## src/sbs_params.svh

```systemverilog
// Constants for the two-wire serial bus slave interface
`ifndef SBS_PARAMS_SVH
`define SBS_PARAMS_SVH
// Register byte offsets
`define SBS_OFS_CTRL 8'h00
`define SBS_OFS_OWN 8'h04
`define SBS_OFS_DATA 8'h08
`define SBS_OFS_STAT 8'h0C
`define SBS_OFS_ISTAT 8'h10
`define SBS_OFS_IMASK 8'h14
// Control register fields
`define SBS_C_MSEL 0
`define SBS_C_TRX 1
`define SBS_C_PIN 2
`define SBS_C_ACK 3
`define SBS_C_BPW_LO 4
`define SBS_C_BPW_HI 6
// Status register fields
`define SBS_S_LRB 0
`define SBS_S_GC 1
`define SBS_S_AAS 2
`define SBS_S_ARBL 3
`define SBS_S_PIN 4
`define SBS_S_BB 5
`define SBS_S_TRX 6
`define SBS_S_MSEL 7
// Interrupt status and mask fields
`define SBS_I_SVC 0
`define SBS_I_ARBL 1
`define SBS_I_STOP 2
`define SBS_IRQ_W 3
// Reset values and encodings
`define SBS_OWN_RST 7'h00
`define SBS_GC_ADDR 8'h00
`define SBS_BPW_FULL 4'h8
`define SBS_BYTE_ZERO 8'h00
// Clock low period and system clock period
`define SBS_T_LOW_NS 4700
`define SBS_CLK_NS 8
`define SBS_T_LOW_CYC ((`SBS_T_LOW_NS + `SBS_CLK_NS - 1) / `SBS_CLK_NS)
`endif

```

## src/sbs_pkg.sv

```systemverilog
// Types shared by the serial bus slave interface
`default_nettype none
package sbs_pkg;
   typedef logic [7:0] sbs_byte_t;
   typedef logic [7:0] sbs_addr_t;
   typedef enum logic [2:0] {
      ST_IDLE,
      ST_BITS,
      ST_ACK,
      ST_HOLD,
      ST_SKIP
   } sbs_state_e;
endpackage
`default_nettype wire

```

## src/sbs_slave.sv

```systemverilog
// Two-wire serial bus interface, slave mode, with register port
//
// Our own choices: the register addresses and the strobed register port.
`include "sbs_params.svh"
`default_nettype none
// Function
// - Slave runs normally or after lost arbitration
// - Slave interrupts on address, general call, word
// - Lost arbitration switches master into slave
// - Interrupt at word end after arbitration loss
// - Interrupt clears pending flag, holds SCL low
// - Buffer access or flag set releases SCL
// - Lost, addressed read: trx1 al1 aas1 gc0
// - Addressed read as slave: trx1 al0 aas1
// - Word sent: trx1 al0 aas0
// - Lost, addressed write: trx0 al1 aas1
// - Lost, word ended: trx0 al1 aas0
// - Addressed write as slave: trx0 al0 aas1
// - Word received: trx0 al0 aas0, read buffer
module sbs_slave #(
   parameter int unsigned T_LOW_CYC = `SBS_T_LOW_CYC,
   parameter logic [6:0] OWN_RST = `SBS_OWN_RST
) (
   input wire logic CLOCK_I, // System clock
   input wire logic SRST_I, // Synchronous reset
   input wire sbs_pkg::sbs_addr_t ADDR_I, // Register address
   input wire sbs_pkg::sbs_byte_t WDATA_I, // Write data
   input wire logic WR_I, // Write strobe
   input wire logic RD_I, // Read strobe
   output var sbs_pkg::sbs_byte_t RDATA_O, // Read data
   output logic IRQ_O, // Interrupt level
   input wire logic SCL_I, // Clock pin level
   output logic SCL_O, // Clock pin drive value
   output logic SCL_OE_O, // Clock pin pull low
   input wire logic SDA_I, // Data pin level
   output logic SDA_O, // Data pin drive value
   output logic SDA_OE_O // Data pin pull low
);
   import sbs_pkg::*;

   logic scl_m_q, scl_s_q, scl_p_q;
   logic sda_m_q, sda_s_q, sda_p_q;
   logic msel_q, trx_q, pin_q, ack_q;
   logic [2:0] bpw_q;
   logic [6:0] own_q;
   sbs_byte_t buf_q, rsh_q, rsh_d, tsh_q, tsh_d, rdata_q;
   logic lrb_q, lrb_d, gc_q, aas_q, arbl_q, bb_q;
   logic [`SBS_IRQ_W-1:0] istat_q, imask_q, ev_w;
   sbs_state_e st_q, st_d;
   logic [3:0] cnt_q, cnt_d, n_bits;
   logic drv_q, drv_d, adph_q, adph_d;
   logic sdal_q, sdal_d, scll_q;
   logic [15:0] low_q;
   logic svc, arbl_set, aas_set, gc_set, trx_set, trx_clr;
   logic buf_ld;

   // Pin synchronisers
   always_ff @(posedge CLOCK_I)
   begin
      if (SRST_I)
      begin
         scl_m_q <= 1'b1;
         scl_s_q <= 1'b1;
         scl_p_q <= 1'b1;
         sda_m_q <= 1'b1;
         sda_s_q <= 1'b1;
         sda_p_q <= 1'b1;
      end
      else
      begin
         scl_m_q <= SCL_I;
         scl_s_q <= scl_m_q;
         scl_p_q <= scl_s_q;
         sda_m_q <= SDA_I;
         sda_s_q <= sda_m_q;
         sda_p_q <= sda_s_q;
      end
   end

   // Bus edges and conditions
   logic scl_rise, scl_fall, start_c, stop_c;
   assign scl_rise = scl_s_q & ~scl_p_q;
   assign scl_fall = ~scl_s_q & scl_p_q;
   assign start_c = scl_s_q & scl_p_q & sda_p_q & ~sda_s_q;
   assign stop_c = scl_s_q & scl_p_q & ~sda_p_q & sda_s_q;

   // Register decode
   logic wr_ctrl, wr_own, wr_data, wr_imask;
   logic rd_data, rd_istat, acc_data;
   assign wr_ctrl = WR_I & (ADDR_I == `SBS_OFS_CTRL);
   assign wr_own = WR_I & (ADDR_I == `SBS_OFS_OWN);
   assign wr_data = WR_I & (ADDR_I == `SBS_OFS_DATA);
   assign wr_imask = WR_I & (ADDR_I == `SBS_OFS_IMASK);
   assign rd_data = RD_I & (ADDR_I == `SBS_OFS_DATA);
   assign rd_istat = RD_I & (ADDR_I == `SBS_OFS_ISTAT);
   assign acc_data = wr_data | rd_data;

   // Word length, zero means a full byte
   assign n_bits = (bpw_q == 3'h0) ? `SBS_BPW_FULL : {1'b0, bpw_q};

   // Address match against own address or general call
   logic own_hit, gc_hit, addressed, low_done;
   assign own_hit = (rsh_q[7:1] == own_q);
   assign gc_hit = (rsh_q == `SBS_GC_ADDR);
   assign addressed = own_hit | gc_hit;
   assign low_done = (low_q >= 16'(T_LOW_CYC));

   // Protocol sequencer
   always_comb
   begin
      st_d = st_q;
      cnt_d = cnt_q;
      rsh_d = rsh_q;
      tsh_d = tsh_q;
      drv_d = drv_q;
      adph_d = adph_q;
      sdal_d = sdal_q;
      lrb_d = lrb_q;
      svc = 1'b0;
      arbl_set = 1'b0;
      aas_set = 1'b0;
      gc_set = 1'b0;
      trx_set = 1'b0;
      trx_clr = 1'b0;
      buf_ld = 1'b0;
      if (stop_c)
      begin
         st_d = ST_IDLE;
         drv_d = 1'b0;
         sdal_d = 1'b0;
      end
      else if (start_c)
      begin
         st_d = ST_BITS;
         cnt_d = 4'h0;
         adph_d = 1'b1;
         drv_d = msel_q & trx_q;
         tsh_d = buf_q;
         sdal_d = 1'b0;
      end
      else
      begin
         case (st_q)
            ST_BITS:
            begin
               // Transmit dropped by software: let the data line go
               if (drv_q & ~trx_q)
               begin
                  drv_d = 1'b0;
                  sdal_d = 1'b0;
               end
               else if (scl_rise)
               begin
                  rsh_d = {rsh_q[6:0], sda_s_q};
                  cnt_d = cnt_q + 4'h1;
                  // Released a one but the line is low
                  if (drv_q & msel_q & ~sdal_q & ~sda_s_q)
                  begin
                     arbl_set = 1'b1;
                     drv_d = 1'b0;
                  end
               end
               else if (scl_fall)
               begin
                  if (cnt_q < n_bits)
                  begin
                     sdal_d = drv_q & ~tsh_q[7];
                     tsh_d = {tsh_q[6:0], 1'b0};
                  end
                  else
                  begin
                     st_d = ST_ACK;
                     if (adph_q)
                     begin
                        if (msel_q)
                           sdal_d = 1'b0;
                        else if (addressed)
                           sdal_d = 1'b1;
                        else if (arbl_q)
                           sdal_d = 1'b0;
                        else
                        begin
                           st_d = ST_SKIP;
                           sdal_d = 1'b0;
                        end
                     end
                     else
                        sdal_d = ~drv_q & ~msel_q & ack_q;
                  end
               end
            end
            ST_ACK:
            begin
               if (scl_rise)
                  lrb_d = sda_s_q;
               else if (scl_fall)
               begin
                  sdal_d = 1'b0;
                  st_d = ST_HOLD;
                  svc = 1'b1;
                  adph_d = 1'b0;
                  buf_ld = ~drv_q;
                  if (adph_q & ~msel_q & addressed)
                  begin
                     aas_set = 1'b1;
                     gc_set = gc_hit;
                     trx_set = rsh_q[0] & ~gc_hit;
                     trx_clr = ~rsh_q[0] | gc_hit;
                  end
                  else if (arbl_q)
                     trx_clr = 1'b1;
               end
            end
            ST_HOLD:
            begin
               // Stretch until software service and low period
               if (pin_q & low_done)
               begin
                  st_d = ST_BITS;
                  cnt_d = 4'h0;
                  drv_d = trx_q;
                  sdal_d = trx_q & ~buf_q[7];
                  tsh_d = {buf_q[6:0], 1'b0};
               end
            end
            ST_IDLE, ST_SKIP:
               st_d = st_q;
            default:
               st_d = ST_IDLE;
         endcase
      end
   end

   // Sequencer registers
   always_ff @(posedge CLOCK_I)
   begin
      if (SRST_I)
      begin
         st_q <= ST_IDLE;
         cnt_q <= 4'h0;
         rsh_q <= `SBS_BYTE_ZERO;
         tsh_q <= `SBS_BYTE_ZERO;
         drv_q <= 1'b0;
         adph_q <= 1'b0;
         sdal_q <= 1'b0;
         scll_q <= 1'b0;
         lrb_q <= 1'b0;
      end
      else
      begin
         st_q <= st_d;
         cnt_q <= cnt_d;
         rsh_q <= rsh_d;
         tsh_q <= tsh_d;
         drv_q <= drv_d;
         adph_q <= adph_d;
         sdal_q <= sdal_d;
         scll_q <= (st_d == ST_HOLD);
         lrb_q <= lrb_d;
      end
   end

   // Clock low period counter while stretching
   always_ff @(posedge CLOCK_I)
   begin
      if (SRST_I || st_q != ST_HOLD)
         low_q <= 16'h0000;
      else if (!low_done)
         low_q <= low_q + 16'h0001;
   end

   // Control register and service flag
   always_ff @(posedge CLOCK_I)
   begin
      if (SRST_I)
      begin
         msel_q <= 1'b0;
         trx_q <= 1'b0;
         pin_q <= 1'b1;
         ack_q <= 1'b1;
         bpw_q <= 3'h0;
      end
      else
      begin
         if (wr_ctrl)
         begin
            msel_q <= WDATA_I[`SBS_C_MSEL];
            trx_q <= WDATA_I[`SBS_C_TRX];
            ack_q <= WDATA_I[`SBS_C_ACK];
            bpw_q <= WDATA_I[`SBS_C_BPW_HI:`SBS_C_BPW_LO];
         end
         if (arbl_set)
            msel_q <= 1'b0;
         if (trx_clr)
            trx_q <= 1'b0;
         if (trx_set)
            trx_q <= 1'b1;
         if (svc)
            pin_q <= 1'b0;
         else if (acc_data || (wr_ctrl && WDATA_I[`SBS_C_PIN]))
            pin_q <= 1'b1;
      end
   end

   // Own address and data buffer
   always_ff @(posedge CLOCK_I)
   begin
      if (SRST_I)
      begin
         own_q <= OWN_RST;
         buf_q <= `SBS_BYTE_ZERO;
      end
      else
      begin
         if (wr_own)
            own_q <= WDATA_I[7:1];
         if (buf_ld)
            buf_q <= rsh_q;
         else if (wr_data)
            buf_q <= WDATA_I;
      end
   end

   // Bus status flags
   always_ff @(posedge CLOCK_I)
   begin
      if (SRST_I)
      begin
         arbl_q <= 1'b0;
         aas_q <= 1'b0;
         gc_q <= 1'b0;
         bb_q <= 1'b0;
      end
      else
      begin
         // Writing master select clears lost flag; loss wins
         if (arbl_set)
            arbl_q <= 1'b1;
         else if (wr_ctrl && WDATA_I[`SBS_C_MSEL])
            arbl_q <= 1'b0;
         if (start_c)
            aas_q <= 1'b0;
         else if (aas_set)
            aas_q <= 1'b1;
         else if (svc)
            aas_q <= 1'b0;
         if (start_c)
            gc_q <= 1'b0;
         else if (aas_set)
            gc_q <= gc_set;
         if (start_c)
            bb_q <= 1'b1;
         else if (stop_c)
            bb_q <= 1'b0;
      end
   end

   // Sticky events, read of interrupt status clears, set wins
   assign ev_w[`SBS_I_SVC] = svc;
   assign ev_w[`SBS_I_ARBL] = arbl_set;
   assign ev_w[`SBS_I_STOP] = stop_c;
   always_ff @(posedge CLOCK_I)
   begin
      if (SRST_I)
      begin
         istat_q <= '0;
         imask_q <= '0;
      end
      else
      begin
         istat_q <= (rd_istat ? '0 : istat_q) | ev_w;
         if (wr_imask)
            imask_q <= WDATA_I[`SBS_IRQ_W-1:0];
      end
   end

   // Status and control read views
   sbs_byte_t stat_w, ctrl_w, rd_mux;
   assign stat_w[`SBS_S_LRB] = lrb_q;
   assign stat_w[`SBS_S_GC] = gc_q;
   assign stat_w[`SBS_S_AAS] = aas_q;
   assign stat_w[`SBS_S_ARBL] = arbl_q;
   assign stat_w[`SBS_S_PIN] = pin_q;
   assign stat_w[`SBS_S_BB] = bb_q;
   assign stat_w[`SBS_S_TRX] = trx_q;
   assign stat_w[`SBS_S_MSEL] = msel_q;
   assign ctrl_w[`SBS_C_MSEL] = msel_q;
   assign ctrl_w[`SBS_C_TRX] = trx_q;
   assign ctrl_w[`SBS_C_PIN] = pin_q;
   assign ctrl_w[`SBS_C_ACK] = ack_q;
   assign ctrl_w[`SBS_C_BPW_HI:`SBS_C_BPW_LO] = bpw_q;
   assign ctrl_w[7] = 1'b0;

   // Read selection, unmapped reads as zero
   assign rd_mux =
      (ADDR_I == `SBS_OFS_CTRL) ? ctrl_w :
      (ADDR_I == `SBS_OFS_OWN) ? {own_q, 1'b0} :
      (ADDR_I == `SBS_OFS_DATA) ? buf_q :
      (ADDR_I == `SBS_OFS_STAT) ? stat_w :
      (ADDR_I == `SBS_OFS_ISTAT) ? {5'h00, istat_q} :
      (ADDR_I == `SBS_OFS_IMASK) ? {5'h00, imask_q} :
      `SBS_BYTE_ZERO;

   // Read data valid only in the cycle after the strobe
   always_ff @(posedge CLOCK_I)
   begin
      if (SRST_I)
         rdata_q <= `SBS_BYTE_ZERO;
      else
         rdata_q <= RD_I ? rd_mux : `SBS_BYTE_ZERO;
   end

   // Outputs, open drain pins pull low only
   assign RDATA_O = rdata_q;
   assign IRQ_O = |(istat_q & imask_q);
   assign SCL_O = 1'b0;
   assign SCL_OE_O = scll_q;
   assign SDA_O = 1'b0;
   assign SDA_OE_O = sdal_q;
endmodule
`default_nettype wire

```

## config.mk

```make
export PLATFORM = sky130hd
export DESIGN_NAME = sbs_slave
export DESIGN_NICKNAME = d
export VERILOG_FILES = /design/src/sbs_pkg.sv /design/src/sbs_slave.sv
export VERILOG_INCLUDE_DIRS = /design/src
export SDC_FILE = /design/constraint.sdc
export NUM_CORES = 1
export LEC_CHECK = 0
export BUFFER_PORTS_ARGS = -buffer_cell sky130_fd_sc_hd__clkbuf_2
export CORE_ASPECT_RATIO = 0.7
export CORE_MARGIN = 5
export CORE_UTILIZATION = 45
export CTS_BUF_LIST = sky130_fd_sc_hd__clkbuf_8
export CTS_CLUSTER_DIAMETER = 200
export DETAILED_ROUTE_END_ITERATION = 12
export PLACE_DENSITY = 0.74
export SYNTH_ARGS = -nofsm -noshare
export SYNTH_HDL_FRONTEND = slang
export SYNTH_SLANG_ARGS = --single-unit
export TNS_END_PERCENT = 30
```

## constraint.sdc

```tcl
create_clock -name CLOCK_I -period 2.3 [get_ports CLOCK_I]
set_input_delay 0.46 -clock CLOCK_I [delete_from_list [all_inputs] [get_ports CLOCK_I]]
set_output_delay 0.46 -clock CLOCK_I [all_outputs]
set_load 0.05 [all_outputs]
```

==> summary.md <==
| Metric | Value |
|---|---|
| All-Layer GR Usage | `0.193` |
| Yosys warnings | `0` |
| Initial drt markers | `around 450` |
| Bufs on Longest Clock Path | `2` |
| Clock latency on the worst-skew pair | `0.38 ns` |
| Commonest non-fill, non-tap cell in the layout | `dfxtp_1` |
| Yosys cell types | `just over 60` |
| Synthesis-stage register bit count | `90` |
| CTS H-tree depth | `3` |
| Die ar. | `roughly 12000 um^2` |
| Post-route DRC | `0` |
| Area after DPL | `approximately 4700 um^2` |
| Peak VDD IR | `between 0.4 and 0.5 mV` |
| Initial antenna violation count | `0` |
| CTS Sinks | `90` |
| Post-synth EDFFs | `0` |
| Final #Nets | `approximately 550` |
| Ant. Diodes | `0` |
| GPL Wtd Cong | `approximately 0.97` |
| Synthesized instance count | `between 400 and 500` |
| Register-to-register setup slack | `about 0.047 ns` |
| RR Endpoint | `st_q[0]$_SDFF_PP0_` |
| Final Cell Area | `roughly 4900 um^2` |
| Die W | `127 um` |
| Async SR Flop Fraction | `0` |
| PnR Total Power | `0.00306 W` |
| Final count of negative-setup-slack endpoints | `0` |
| Final WS setup | `approximately 0.047 ns` |
| P_leak | `between 2 and 2.5 nW` |
| DPL Wire Length | `approximately 8100 um` |
| Outcome | `completed` |
| Setup bufs post-CTS | `0` |
| Post-synthesis sequential area ratio | `0.418` |
| Drt wl/cell | `17.1 um` |
| Core Area | `roughly 9200 um^2` |
| Post-synthesis cell area | `roughly 4300 um^2` |
| I/O pin cnt | `35` |
| # rows | `29` |
| RSZ-0062 raised after global routing | `true` |
| Hold WC Path Type | `in -> reg` |
| CP arrival | `between 2 and 3 ns` |
| Final Hold Vio Count | `0` |
| R2R depth | `10` |
| First-pass GRT wire length | `18000 um` |
| Fin util | `0.535` |
| Vias in the first global route | `between 3000 and 4000` |
| Largest net degree at the start of global routing | `33` |
| Initial Util | `0.468` |
| Vias | `3742` |
| Vias per Instance | `5.78` |
| Worst slack at placement | `-0.0421 ns` |
| Ys flop type | `dfxtp_1` |
| P&R area growth vs syn | `14.4%` |
| Post-Route WL | `about 11000 um` |
| Critical Path End | `st_q[0]$_SDFF_PP0_` |
| Power Dens Cells | `slightly above 600 nW/um^2` |
| Commonest non-fill, non-tap cells in the layout | `dfxtp_1 (90), nor2_1 (79), nand2_1 (50)` |
| Layout cell share with drive strength beyond 1 | `0.178` |
| Worst-path maximum fanout | `6` |
| Period utilisation layout | `0.979` |
| Crit path from | `bpw_q[2]$_SDFFE_PP0P_` |
| CP Capture Type | `flip-flop` |
| First-pass DRT Iterations | `5` |
| Antenna viol nets, final | `0` |
| Type of the worst setup path | `reg -> reg` |
| FF-to-FF Start | `bpw_q[2]$_SDFFE_PP0P_` |
| Type of origin of the critical path | `flip-flop` |
| Required time of the critical path | `around 2.6 ns` |
| Die Span Y | `between 90 and 100 um` |
| Max_cap viols | `0` |
| Final min period | `about 2.3 ns` |
| Global route overflow | `0` |
| Slew headroom | `0.546` |
| IO Port Bufs | `32` |
| Pins Over Slew Limit | `0` |
| CTS tree | `built` |
| Setup TNS | `0 ns` |
| Worst slew pin tran | `roughly 0.68 ns` |
| CTS clk-pin slew, worst paths | `0.09 ns` |
| TritonCTS buffer count | `9` |
| Post-Route Skew | `between 0.01 and 0.015 ns` |
| Fmax | `around 440 MHz` |
| CTS root buf | `clkbuf_8` |
| Hold_buf cts | `0` |
| Average size of a mapped cell | `8.99 um^2` |
==> sequential cells by signal, summed over array words and instances (netlist names), 3 cells and up <==
name,cells
RDATA_O,8
cnt_q,4
own_q,7
imask_q,3
low_q,16
bpw_q,3
rsh_q,8
st_q,3
tsh_q,8
istat_q,3
buf_q,8
==> critical path, cell delays in order (launching register included) <==
cell and delay, ns:
dfxtp_1 0.34, inv_1 0.08, nand3_1 0.08, ha_1 0.29
o21a_1 0.12, nor2_1 0.05, a21oi_2 0.30, nand3_1 0.14
a2111oi_1 0.50, buf_4 0.20, nor3_1 0.04
==> cells by family after synthesis <==
| group | share of synthesized area |
|---|---|
| AOI/OAI and AO/OA | 0.118 |
| xor gates and xnor gates | 0.0325 |
| adders and majority gates | 0.0174 |
| buffers and inverters | 0.0316 |
| DFF | 0.418 |
| muxes | 0.136 |
| other | 0.000869 |
| and+or+nand+nor | 0.246 |
==> layer usage <==
layer  global-route usage  up-vias  wire length [um]
met5                    0        -                 0
met4               0.0589        0               176
met3               0.0598       19               934
met2                0.256      151              4470
met1                0.294     1786              5460
li1                     -     1786                 -
==> report_power, final <==
part	total, W	internal [W]	switching, W
Clock	0.00132	0.000731	0.000592
Sequential	0.00158	0.00157	0.00000926
Combinational	0.000165	0.0000585	0.000107
Total	0.00306	0.00236	0.000708
==> per-stage QoR <==
stage,instances,hold slack [ns]
floorplan,481,0.389
global placement,631,0.396
detailed placement,631,0.395
CTS,647,0.249
global route,647,0.250
finish,647,0.263
==> cell usage after synthesis, types with 5 or more instances <==
| cell type | instances | area share |
|---|---|---|
| a311o_1 | 7 | 0.016 |
| a211oi_1 | 10 | 0.017 |
| and3_1 | 14 | 0.020 |
| dfxtp_1 | 90 | 0.42 |
| nor2_1 | 79 | 0.069 |
| a31oi_1 | 6 | 0.0087 |
| nor3_1 | 8 | 0.0093 |
| or2_2 | 6 | 0.0087 |
| inv_1 | 9 | 0.0078 |
| nand2_1 | 50 | 0.044 |
| xor2_1 | 9 | 0.018 |
| nand4_1 | 5 | 0.0073 |
| clkbuf_1 | 17 | 0.015 |
| mux2i_1 | 43 | 0.10 |
| ha_1 | 6 | 0.017 |
| xnor2_1 | 7 | 0.014 |
| a21oi_1 | 15 | 0.017 |
| nand2b_1 | 6 | 0.0087 |
| nor4_1 | 7 | 0.010 |
| nor2b_1 | 6 | 0.0087 |
| nand3_1 | 10 | 0.012 |
| mux4_2 | 5 | 0.026 |
==> worst min path at each step <==
stage | from | endpoint | slack [ns] | depth (start not counted)
after floorplan | scl_m_q$_SDFF_PP1_ | scl_s_q$_SDFF_PP1_ | 0.39 | 1
after global placement | sda_m_q$_SDFF_PP1_ | sda_s_q$_SDFF_PP1_ | 0.40 | 1
after detailed placement | scl_m_q$_SDFF_PP1_ | scl_s_q$_SDFF_PP1_ | 0.40 | 1
after CTS | SCL_I | scl_m_q$_SDFF_PP1_ | 0.25 | 2
after global routing | SCL_I | scl_m_q$_SDFF_PP1_ | 0.25 | 2
final | SCL_I | scl_m_q$_SDFF_PP1_ | 0.26 | 2
==> area by class of cell <==
cell class / count / area, um^2
well taps: 124 / 155
flip-flops and latches: 90 / 1800
fillers: 858 / 4280
clock inverters: 7 / 124
clock buffers: 9 / 124
multi-input cells: 358 / 2400
repair buffers: 49 / 288
inverters: 10 / 37.5
==> timing repair <==
item,in CTS,in global routing
cloned,0,0
pin swaps,0,0
setup endpoints to repair,8,3
gates resized for setup,2,2
endpoints found under the hold margin,0,0
(Power assumes the default switching activity.)
